[config.mk]
export PLATFORM = sky130hd
export DESIGN_NAME = tknb_top
export DESIGN_NICKNAME = d
export VERILOG_FILES = /design/src/logic/tknb_pkg.sv /design/src/logic/tknb_top.sv
export SDC_FILE = /design/constraint.sdc
export NUM_CORES = 1
export LEC_CHECK = 0
export BUFFER_PORTS_ARGS = -buffer_cell sky130_fd_sc_hd__buf_2
export CORE_MARGIN = 3
export CORE_UTILIZATION = 30
export CTS_CLUSTER_DIAMETER = 30
export DETAILED_ROUTE_END_ITERATION = 7
export GPL_TIMING_DRIVEN = 0
export PLACE_DENSITY = 0.47
export RECOVER_POWER = 100
export SYNTH_ARGS = -nofsm -noshare
export SYNTH_HDL_FRONTEND = slang
export SYNTH_SLANG_ARGS = --single-unit
[constraint.sdc]
create_clock -name clk -period 4.4 [get_ports clk]
set_input_delay 1.1 -clock clk [delete_from_list [all_inputs] [get_ports clk]]
set_output_delay 1.1 -clock clk [all_outputs]
set_load 0.1 [all_outputs]
[src/logic/tknb_pkg.sv]
// Constants, modes and carrier types of the touch key notify bit updater
package tknb_pkg;
   // Register byte offsets on the APB slave
   localparam logic [7:0]  ADDR_CTRL      = 8'h00;
   localparam logic [7:0]  ADDR_KEY       = 8'h04;
   localparam logic [7:0]  ADDR_STAT      = 8'h08;
   localparam logic [7:0]  ADDR_MASK      = 8'h0C;
   localparam logic [7:0]  ADDR_STATE     = 8'h10;
   localparam logic [7:0]  ADDR_XLAT      = 8'h14;
   // Control register fields
   localparam int          CTRL_OP_LSB    = 0;
   localparam int          CTRL_NEWVER    = 2;
   localparam int          CTRL_AREA_LSB  = 3;
   localparam int          CTRL_LINK_LSB  = 5;
   localparam int          CTRL_W         = 7;
   // Key address register fields: word number, then bit index 0..15
   localparam int          KEY_WORD_LSB   = 0;
   localparam int          KEY_BIT_LSB    = 16;
   localparam int          KEY_W          = 20;
   // Event bits, shared by status and mask
   localparam int          EV_DONE        = 0;
   localparam int          EV_XLAT        = 1;
   localparam int          EV_REL         = 2;
   localparam int          EV_W           = 3;
   // Reset values
   localparam logic [6:0]  CTRL_RST       = 7'h00;
   localparam logic [19:0] KEY_RST        = 20'h0_0000;
   localparam logic [2:0]  MASK_RST       = 3'h0;
   // Relay word window that is moved into the core input-output area
   localparam logic [15:0] RELAY_LAST     = 16'd199;
   localparam logic [15:0] CORE_IO_BASE   = 16'd1000;
   localparam logic [15:0] WORD_ALL       = 16'hFFFF;

   typedef enum logic [1:0] {
      OP_MOMENTARY = 2'd0,
      OP_TOGGLE    = 2'd1,
      OP_FORCE_ON  = 2'd2,
      OP_FORCE_OFF = 2'd3
   } tknb_op_e;

   typedef enum logic [1:0] {
      AREA_DATA_MEMORY = 2'd0,
      AREA_LINK_RELAY  = 2'd1,
      AREA_CORE_IO     = 2'd2,
      AREA_OTHER       = 2'd3
   } tknb_area_e;

   typedef enum logic [1:0] {
      LINK_SERIAL_HOST = 2'd0,
      LINK_TERMINAL    = 2'd1,
      LINK_DIRECT      = 2'd2,
      LINK_SPARE       = 2'd3
   } tknb_link_e;

   typedef enum logic [1:0] {
      ST_IDLE = 2'b01,
      ST_BUSY = 2'b10
   } tknb_fsm_e;

   // Write request towards host memory
   typedef struct packed {
      logic        req;
      logic        word_mode;
      tknb_area_e  area;
      logic [15:0] addr;
      logic [3:0]  bit_idx;
      logic [15:0] wdata;
      logic [15:0] wmask;
   } tknb_mem_s;

   // APB request from the master
   typedef struct packed {
      logic        psel;
      logic        penable;
      logic        pwrite;
      logic [7:0]  paddr;
      logic [31:0] pwdata;
   } tknb_apb_req_s;

   // APB answer to the master
   typedef struct packed {
      logic        pready;
      logic        pslverr;
      logic [31:0] prdata;
   } tknb_apb_rsp_s;
endpackage

[src/logic/tknb_top.sv]
// Touch key notify bit updater with APB registers and host memory port
`timescale 1ns/1ps
module tknb_top
   import tknb_pkg::*;
(
   input  wire logic                    clk,
   input  wire logic                    rst_b,
   input  wire tknb_pkg::tknb_apb_req_s apb_i,
   output      tknb_pkg::tknb_apb_rsp_s apb_o,
   input  wire logic                    key_pressed,
   input  wire logic                    screen_show,
   input  wire logic [15:0]             screen_word,
   output      tknb_pkg::tknb_mem_s     mem_o,
   input  wire logic                    mem_ack,
   output      logic                    irq
);
   import tknb_pkg::*;

   typedef struct packed {
      tknb_fsm_e     fsm;
      logic [6:0]    ctrl;
      logic [19:0]   keycfg;
      logic [2:0]    stat;
      logic [2:0]    mask;
      logic          word_mode;
      tknb_op_e      op_lat;
      logic [15:0]   shadow;
      logic          reported;
      logic          hold_rel;
      logic          press_pend;
      logic          key_d;
      tknb_apb_rsp_s apb;
      logic          irq;
      tknb_mem_s     mem;
   } tknb_state_s;

   tknb_state_s st_r;
   tknb_state_s st_nxt;
   logic [1:0]  rst_sync_r;
   logic        rst_n_int;

   ////////////////////////////////////////////////////////////////////////
   // One-hot mask of a bit index within a host word
   function automatic logic [15:0] bit_onehot(input logic [3:0] idx);
      bit_onehot = 16'h0001 << idx;
   endfunction

   // Relay words in the low window land in the core area; others pass
   function automatic logic [17:0] xlat(input tknb_area_e  area,
                                        input logic [15:0] word);
      if (area == AREA_LINK_RELAY && word <= RELAY_LAST) begin
         xlat = {AREA_CORE_IO, 16'(word + CORE_IO_BASE)};
      end else begin
         xlat = {area, word};
      end
   endfunction

   ////////////////////////////////////////////////////////////////////////
   // Reset release through two flops; assertion stays asynchronous
   always_ff @(posedge clk or negedge rst_b) begin
      if (!rst_b) begin
         rst_sync_r <= 2'b00;
      end else begin
         rst_sync_r <= {rst_sync_r[0], 1'b1};
      end
   end
   assign rst_n_int = rst_sync_r[1];

   ////////////////////////////////////////////////////////////////////////
   // Decoded views of the configuration
   tknb_area_e  cfg_area;
   tknb_link_e  cfg_link;
   tknb_op_e    cfg_op;
   logic [15:0] cfg_word;
   logic [3:0]  cfg_bit;
   logic        cfg_word_mode;
   logic        press_edge;
   logic        want;
   logic        cur_bit;
   logic        new_bit;
   logic [17:0] xaddr;
   logic        issue;
   logic        setup;
   logic        access;
   logic [2:0]  ev_set;
   logic [2:0]  ev_clr;

   always_comb begin
      cfg_area      = tknb_area_e'(st_r.ctrl[CTRL_AREA_LSB +: 2]);
      cfg_link      = tknb_link_e'(st_r.ctrl[CTRL_LINK_LSB +: 2]);
      cfg_word      = st_r.keycfg[KEY_WORD_LSB +: 16];
      cfg_bit       = st_r.keycfg[KEY_BIT_LSB +: 4];
      // Older version only knows momentary keys
      cfg_op        = st_r.ctrl[CTRL_NEWVER]
                      ? tknb_op_e'(st_r.ctrl[CTRL_OP_LSB +: 2])
                      : OP_MOMENTARY;
      // Word units on serial host, or terminal link into data memory
      cfg_word_mode = (cfg_link == LINK_SERIAL_HOST)
                      || (cfg_link == LINK_TERMINAL
                          && cfg_area == AREA_DATA_MEMORY);
      press_edge    = key_pressed && !st_r.key_d;
      want          = key_pressed && !st_r.hold_rel;
      cur_bit       = st_r.shadow[cfg_bit];
      xaddr         = xlat(cfg_area, cfg_word);
      setup         = apb_i.psel && !apb_i.penable;
      access        = apb_i.psel && apb_i.penable && st_r.apb.pready;
   end

   ////////////////////////////////////////////////////////////////////////
   // Next-state logic: key tracking, host write sequencer, registers
   always_comb begin
      st_nxt  = st_r;
      issue   = 1'b0;
      new_bit = 1'b0;
      ev_set  = '0;
      ev_clr  = '0;
      st_nxt.key_d = key_pressed;

      // Press edges of latching types are kept until served or until a new screen clears them
      if (st_r.op_lat != OP_MOMENTARY && press_edge) begin
         st_nxt.press_pend = 1'b1;
      end
      if (!key_pressed) begin
         st_nxt.hold_rel = 1'b0;
      end

      // Momentary compares levels, so a burst while busy folds into at most one write
      case (st_r.fsm)
         ST_IDLE: begin
            if (st_r.op_lat == OP_MOMENTARY && want != st_r.reported) begin
               issue           = 1'b1;
               new_bit         = want;
               st_nxt.reported = want;
            end else if (st_r.op_lat != OP_MOMENTARY && st_r.press_pend) begin
               issue = 1'b1;
               case (st_r.op_lat)
                  OP_TOGGLE:   new_bit = !cur_bit;
                  OP_FORCE_ON: new_bit = 1'b1;
                  default:     new_bit = 1'b0;
               endcase
               st_nxt.shadow[cfg_bit] = new_bit;
               // A press in this very cycle stays pending
               st_nxt.press_pend = press_edge;
            end
            if (issue) begin
               st_nxt.fsm           = ST_BUSY;
               st_nxt.mem.req       = 1'b1;
               st_nxt.mem.word_mode = st_r.word_mode;
               st_nxt.mem.area      = tknb_area_e'(xaddr[17:16]);
               st_nxt.mem.addr      = xaddr[15:0];
               st_nxt.mem.bit_idx   = cfg_bit;
               ev_set[EV_XLAT]      = (xaddr[17:16] != 2'(cfg_area));
               if (!st_r.word_mode) begin
                  // Only the allocated bit is enabled
                  st_nxt.mem.wmask = bit_onehot(cfg_bit);
                  st_nxt.mem.wdata = new_bit ? bit_onehot(cfg_bit) : '0;
               end else if (st_r.op_lat == OP_MOMENTARY) begin
                  // Whole word: neighbours are cleared
                  st_nxt.mem.wmask = WORD_ALL;
                  st_nxt.mem.wdata = new_bit ? bit_onehot(cfg_bit) : '0;
               end else begin
                  // Captured copy overrides later host changes
                  st_nxt.mem.wmask = WORD_ALL;
                  st_nxt.mem.wdata = st_nxt.shadow;
               end
            end
         end
         ST_BUSY: begin
            // Request held unchanged until the host memory takes it
            if (mem_ack) begin
               st_nxt.mem.req  = 1'b0;
               st_nxt.fsm      = ST_IDLE;
               ev_set[EV_DONE] = 1'b1;
            end
         end
         default: begin
            // Unreachable codes fall back to idle with the request dropped
            st_nxt.fsm     = ST_IDLE;
            st_nxt.mem.req = 1'b0;
         end
      endcase

      // New screen: latch granularity, type and the word copy
      if (screen_show) begin
         st_nxt.word_mode  = cfg_word_mode;
         st_nxt.op_lat     = cfg_op;
         st_nxt.shadow     = screen_word;
         st_nxt.press_pend = 1'b0;
         if (key_pressed) begin
            // Key vanished with the old screen; report it released
            st_nxt.hold_rel = 1'b1;
            ev_set[EV_REL]  = (st_r.op_lat == OP_MOMENTARY)
                              && st_r.reported;
         end
      end

      // APB slave: zero wait states, answer registered at setup
      st_nxt.apb.pready  = setup;
      st_nxt.apb.pslverr = 1'b0;
      st_nxt.apb.prdata  = '0;
      if (setup) begin
         if (apb_i.paddr == ADDR_CTRL) begin
            st_nxt.apb.prdata = {25'h000_0000, st_r.ctrl};
         end else if (apb_i.paddr == ADDR_KEY) begin
            st_nxt.apb.prdata = {12'h000, st_r.keycfg};
         end else if (apb_i.paddr == ADDR_STAT) begin
            st_nxt.apb.prdata = {29'h0000_0000, st_r.stat};
         end else if (apb_i.paddr == ADDR_MASK) begin
            st_nxt.apb.prdata = {29'h0000_0000, st_r.mask};
         end else if (apb_i.paddr == ADDR_STATE) begin
            st_nxt.apb.prdata = {st_r.shadow, 8'h00, st_r.op_lat,
                                 st_r.press_pend, st_r.hold_rel,
                                 st_r.reported, st_r.word_mode,
                                 st_r.fsm == ST_BUSY, st_r.mem.req};
         end else if (apb_i.paddr == ADDR_XLAT) begin
            st_nxt.apb.prdata = {14'h0000, xaddr};
         end else begin
            st_nxt.apb.pslverr = 1'b1;  // Unmapped address
         end
      end
      // Writes land only at the pready edge of the access phase
      if (access && apb_i.pwrite) begin
         if (apb_i.paddr == ADDR_CTRL) begin
            st_nxt.ctrl = apb_i.pwdata[CTRL_W-1:0];
         end else if (apb_i.paddr == ADDR_KEY) begin
            st_nxt.keycfg = apb_i.pwdata[KEY_W-1:0];
         end else if (apb_i.paddr == ADDR_STAT) begin
            ev_clr = apb_i.pwdata[EV_W-1:0];
         end else if (apb_i.paddr == ADDR_MASK) begin
            st_nxt.mask = apb_i.pwdata[EV_W-1:0];
         end
      end

      // Sticky events: a set in the clear cycle survives
      st_nxt.stat = (st_r.stat & ~ev_clr) | ev_set;
      st_nxt.irq  = |(st_nxt.stat & st_nxt.mask);
   end

   ////////////////////////////////////////////////////////////////////////
   // State register
   always_ff @(posedge clk or negedge rst_n_int) begin
      if (!rst_n_int) begin
         st_r        <= '0;
         st_r.fsm    <= ST_IDLE;
         st_r.ctrl   <= CTRL_RST;
         st_r.keycfg <= KEY_RST;
         st_r.mask   <= MASK_RST;
         st_r.op_lat <= OP_MOMENTARY;
      end else begin
         st_r <= st_nxt;
      end
   end

   assign apb_o = st_r.apb;
   assign mem_o = st_r.mem;
   assign irq   = st_r.irq;
endmodule

* Yosys cells after proc, flatten, opt, wreduce, memory -nomap -nowiden *
Cells that the tools add are included.

word-level totals
  register bits after elaboration = 151
  output and inout port bits = 91
  word-level logic and storage cells = 145

cells by class
  add/sub/neg operators = 1
  magnitude comparators = 3
  equality and inequality tests = 15
  shifts and indexed selects = 1
  muxes and demuxes = 66
  bitwise operators = 5
  reduce and logical (&&, ||, !) cells = 30

operators with widths
  operator                                                         count
  two-way mux 32 bit                                               7
  two-way mux 16 bit                                               4
  two-way mux 56 bit                                               1
  two-way mux 18 bit                                               2
  two-way mux 33 bit                                               1
  two-way mux 1 bit                                                31
  two-way mux 3 bit                                                9
  two-way mux 17 bit                                               1
  adder 16 x 10 -> 16 bit, second input constant                   1
  bitwise mux 16 bit                                               1
  equality test 8 x 4 -> 1 bit, second input constant              2
  equality test 8 x 5 -> 1 bit, second input constant              2
  less-or-equal comparator 16 x 8 -> 1 bit, second input constant  1
  left shift 1 x 4 -> 16 bit, first input constant                 1
  logical AND 1 bit                                                13
  equality test 2 x 1 -> 1 bit, second input constant              4
  equality test 8 x 3 -> 1 bit, second input constant              1
  logical NOT 8 bit                                                1
  two-way mux 2 bit                                                4
  AND reduction 2 bit                                              4
  AND 3 bit                                                        2
  logical NOT 2 bit                                                3
  < comparator 4 x 5 -> 1 bit, second input constant               1
  binary-select mux 1 bit (select 4 bit)                           1
  16 further kinds                                                 23

* Logic depth before layout (Yosys ltp) *
  word-level depth = 15
  mapped depth = 11
  gate-level depth less buffers = 8

* Worst setup path after synthesis *
OpenSTA, ideal clock, no wires.

  path kind = input -> register
  start point = input apb_i[33] in the netlist's numbering
  end point = register st_r, in the netlist cfg_area[1]
  data arrival time = 2.684 ns
  data required time = 4.275 ns
  setup slack = 1.591 ns
  stages on the path = 7
  buffers on the path = 2
  cells stage by stage = or2_1 > clkbuf_1 > nor4_4 > nor2b_1 > and2_1 > buf_4 > mux2_2

between the ends
  cells in the longest elaborated chain, start to end = 2

ends and longest elaborated chain
  what                           RTL line         text
  start, declared                tknb_top.sv:8    input wire tknb_pkg::tknb_apb_req_s apb_i,
  logical NOT 8 bit              tknb_top.sv:223  if (apb_i.paddr == ADDR_CTRL) begin
  AND reduction 2 bit (no line)  -
  end signal, assigned           tknb_top.sv:250  st_r <= st_nxt;
  end, declared                  tknb_top.sv:37   tknb_state_s st_r;

No other way between the ends.
A chain may end at the register's enable or synchronous reset.

* Final worst setup path *
  start point = register st_r[111] in the netlist's numbering
  end point = register st_r, in the netlist mem_o[17]

between the ends
  cells in the longest elaborated chain, start to end = 11
  elaborated cells on any way between the ends = 23

ends and longest elaborated chain
  what                                                                 RTL line                          text
  equality test 2 bit or equality test 2 x 1 -> 1 bit (tied branches)  tknb_top.sv:136                   case (st_r.op_lat)
  one-hot mux 1 bit (2 select lines)                                   tknb_top.sv:136
  two-way mux 1 bit                                                    tknb_top.sv:134                   end else if (st_r.op_lat != OP_MOMENTARY && st_r.press_pend) begin
  two-way mux 1 bit                                                    tknb_top.sv:130                   if (st_r.op_lat == OP_MOMENTARY && want != st_r.reported) begin
  two-way mux 1 bit                                                    tknb_top.sv:128                   case (st_r.fsm)
  two-way mux 1 bit                                                    tknb_top.sv:134
  two-way mux 1 bit                                                    tknb_top.sv:130
  two-way mux 1 bit                                                    tknb_top.sv:128
  two-way mux 16 bit                                                   tknb_top.sv:156, tknb_top.sv:160
  two-way mux 32 bit                                                   tknb_top.sv:157                   end else if (st_r.op_lat == OP_MOMENTARY) begin
  two-way mux 32 bit                                                   tknb_top.sv:153                   if (!st_r.word_mode) begin

Parallel ways exist; a longest one is shown, timed or not. The select of a mux whose other input is x is not followed.

==> results.md <==
Clocking:
- For this design, the CTS-stage hold fixing added 0 buffers.
- The clock latency of the later-clocked register in the worst-skew pair is 0.44 ns.
- Clock tree synthesis inserted a total of 17 buffers.
- The master cell of the clock root buffer is clkbuf_16.
- TritonCTS built the clock tree.
- Once the clock tree was built, the resizer swapped 0 gates to a different size.
- Clock-pin slew was measured on the worst setup and hold paths at 0.07 ns.
- Counting every sink on the clock net gives 151.
- Buffers added to address setup during post-CTS repair amount to 0.
- The H-tree was split into 4 levels.
- The number of buffers on the longest clock path is 2.

GRT:
- Entering global routing, the biggest net connects 53 pins.
- The routing usage on met3 is 3.15%.
- The global-route wire length before repair is 38500 um.
- The total overflow left after global routing is 0.
- The via count of the first global-routing pass is 6386.
- The global routing stage identified its most utilized layer as met2.
- The global routing usage on met2 is 27.9%.
- The initial antenna violation count is 0.
- Global routing consumed, on the met1 layer, 25.5% of the routing resources.
- Global routing used 17.7% of the available tracks.

Worst setup path:
- STA classifies the critical path startpoint as a flip-flop.
- The highest fanout seen on the critical path is 10.
- The delay of the slowest cell on the worst path is 0.53 ns.
- The endpoint class of the critical path is a flip-flop.
- The count of buffering cells on the critical path with inverters included is 4.
- The critical path goes through inv_1 > ha_1 > clkbuf_1 > nand2b_1 > clkbuf_1 > a311oi_1 > o311ai_0 > o21ai_0 > nor2_1 > buf_6 > a211oi_1.
- The type of the setup path with the least slack is reg -> reg.
- The data arrival at the endpoint of the critical path is 3.84 ns.
- The category of cells accounting for the largest share of critical-path delay is compound AO/OA/AOI/OAI gates.
- The cell with the largest stage delay on the worst path is o21ai_0.
- The critical path required time is 4.74 ns.
- The cell that appears most often on the critical path is clkbuf_1.

Finish:
- Relative to the synthesized area, the layout overhead comes to 19.1%.
- 0 antenna diodes ended up in the layout.
- Excluding fillers, the count of instances in the completed layout stands at 1324.
- The net count reported at finish is 1049.
- The count of fill cells added during filler insertion is 2738.
- The share of the core filled with cells in the final layout is 36.8%.
- The share of cells above drive strength 1 is 22.3%.

STA:
- The tightest slew margin relative to the limit is -27.2%.
- The max-slew violation count is 49.
- The actual slew at the worst max-slew pin is 1.91 ns.
- Derived from the worst setup path, the maximum achievable clock frequency is 285 MHz.
- The final period utilization is 79.7%.
- The setup TNS is 0 ns.
- On the final layout, the worst clock skew is 0.0138 ns.
- Setup repair after global routing left no endpoint under its margin.
- Subtracting the final worst setup slack from the clock period gives 3.50 ns.
- The count of final hold-check violations is 0.
- The final count of negative-setup-slack endpoints is 0.
- After layout, the worst setup slack is 0.895 ns.

Logic synthesis:
- Sorting the synthesized cells by area gives the leading types as dfrtp_1, buf_4, nand2_1.
- The synthesized instance count is 819.
- Sorting the synthesized cells by how often they occur yields dfrtp_1, nand2_1, buf_4, nor2_1, o21ai_0.
- The compound-cell area share of the yosys netlist is 14.4%.
- The leading register cell type out of synthesis is dfrtp_1.
- The share of the yosys chip area belonging to registers is 47.9%.
- The distinct cell type count after synthesis is 70.
- The mapped cell area is 7890 um^2.
- dfrtp_1 is the most common cell in the netlist.
- Yosys printed 0 warnings.
- The proportion of register bits with asynchronous set or reset after synthesis is 100%.
- Summing the areas of all fa, ha and maj instances in the mapped netlist gives 0.634% of the synthesized area.
- The number of synthesized flops with an enable pin is 0.
- The number of synthesized register bits is 151.
- The synthesized area per cell is 9.63 um^2.
- dfrtp_1 takes more of the synthesized area than any other cell.
- The dominant combinational cell family by area after synthesis is simple AND/OR/NAND/NOR gates.
- After Yosys synthesis, XOR and XNOR cells account for 0.444% of the synthesized area.
- The number of nets in the synthesized netlist is 887.
- The portion of synthesized area spent on multiplexers is 6.99%.
- The portion of synthesized cell area occupied by the leading cell type is 47.6%.
- The area fraction in and, or, nand and nor cells after synthesis is 17.9%.

Detailed routing:
- The total wire length after detailed routing is 25000 um.
- The number of iterations in the first detailed-routing pass is 5.
- The remaining number of nets flagged by the antenna check after routing is 0.
- The routed length per instance is 18.9 um.
- Dividing the detail-routed via count by the number of cells gives 4.84.
- The starting DRC count in detailed routing is 507.
- The total DRC errors in the routed layout is 0.
- The total number of vias is 6414.

Place:
- At the end of routability-driven placement, the weighted congestion stood at 0.851.
- Timing analysis after detailed placement gives a worst setup slack of 0.842 ns.
- The half-perimeter wire length after detailed placement is 18300 um.
- The instance count after placement with tap cells included is 1292.
- The number of buffer cells added on primary ports is 141.

Floorplanning:
- The die outline area is 28300 um^2.
- The floorplan has 58 rows.
- Measured along the x axis, the die boundary spans 168 um.
- The die height is 168 um.
- After floorplanning, the core was sized to cover 25500 um^2.
- For this configuration, the core starts out at a cell density of 30.9%.
- The I/O pin total is 155.

Flow run:
- Max-cap violations in this run came to 1.

Pwr:
- The power density normalized to cell area is 514 nW/um^2.
- The standby leakage power is 4.24 nW.
- The maximum VDD drop is 441 uV.
- After layout, the design draws a total of 4.83 mW.

Run status:
- The flow ran to the end, but the final reports show violations.
- The final reports fail on capacitance limit, slew limit.

Worst hold path:
- In this run the worst hold path is classified as reg -> reg.
-- final timing paths --
check,from,end,slack (ns),depth (start not counted)
max in group asynchronous,rst_sync_r[1],st_r[147],1.29,2
max,st_r[111],mem_o[17],0.90,11
max reg2reg,st_r[111],mem_o[17],0.90,11
min in group asynchronous,rst_b,rst_sync_r[0],0.43,1
min,rst_sync_r[0],rst_sync_r[1],0.35,0
min reg2reg,rst_sync_r[0],rst_sync_r[1],0.35,0
-- layer usage --
layer / wire, um / share of wire [%] / vias up
li1: - / - / 3076
met1: 12000 / 48 / 3127
met2: 11400 / 46 / 187
met3: 1210 / 4.8 / 24
met4: 342 / 1.4 / 0
met5: 0 / 0 / -
-- layout by cell type (no fill, tap or decap), types with 4 or more instances in the layout --
master and instances:
a211oi_1 9, a21oi_1 48, a222oi_1 5, a22oi_1 6, a31oi_1 25, and2_0 15, and2_1 5, and3_1 4
buf_2 49, buf_4 91, clkbuf_1 133, clkbuf_16 17, dfrtp_1 150, ha_1 4, inv_1 7, inv_8 7
mux2_1 4, mux2_2 33, mux2i_1 9, nand2_1 115, nand2b_1 20, nand3_1 10, nor2_1 81, nor2b_1 11
nor3_1 9, o21ai_0 52
-- sequential cells by signal, summed over array words and instances (netlist names) --
register and cells:
mem_o 56, apb_o 34, st_r 34, cfg_word 16
cfg_bit 4, cfg_area 2, cfg_link 2, rst_sync_r 2
irq 1
-- final cells by class --
type	count	area [um^2]	share of cell area (%)
flip-flops and latches	151	3780	40.2
multi-input cells	526	3100	33.0
plain buffers	134	865	9.20
repair buffers	143	618	6.58
clock buffers	17	425	4.53
well taps	330	413	4.40
clock inverters	15	160	1.70
inverters	8	30.0	0.320
-- per-stage QoR --
stage / cell area, um^2 / hold WS [ns]
after floorplan: 7890 / 0.331
after global placement: 9010 / 0.335
after detailed placement: 9070 / 0.340
after CTS: 9650 / 0.357
after global routing: 9390 / 0.367
final: 9390 / 0.353
-- kinds of logic after synthesis --
| kind of cell | after synthesis |
|---|---|
| buffers and inverters | 142 |
| other | 1 |
| adders and majority gates | 4 |
| muxes | 48 |
| and+or+nand+nor | 297 |
| xor gates and xnor gates | 4 |
| AOI/OAI and AO/OA | 172 |
| DFF | 151 |
-- report_power, final --
| group | switching [mW] | total (mW) | internal (mW) |
|---|---|---|---|
| registers | 0.171 | 1.72 | 1.55 |
| clock network | 0.692 | 1.45 | 0.760 |
| logic | 1.28 | 1.66 | 0.382 |
| total | 2.14 | 4.83 | 2.69 |
(Power assumes the default switching activity.)
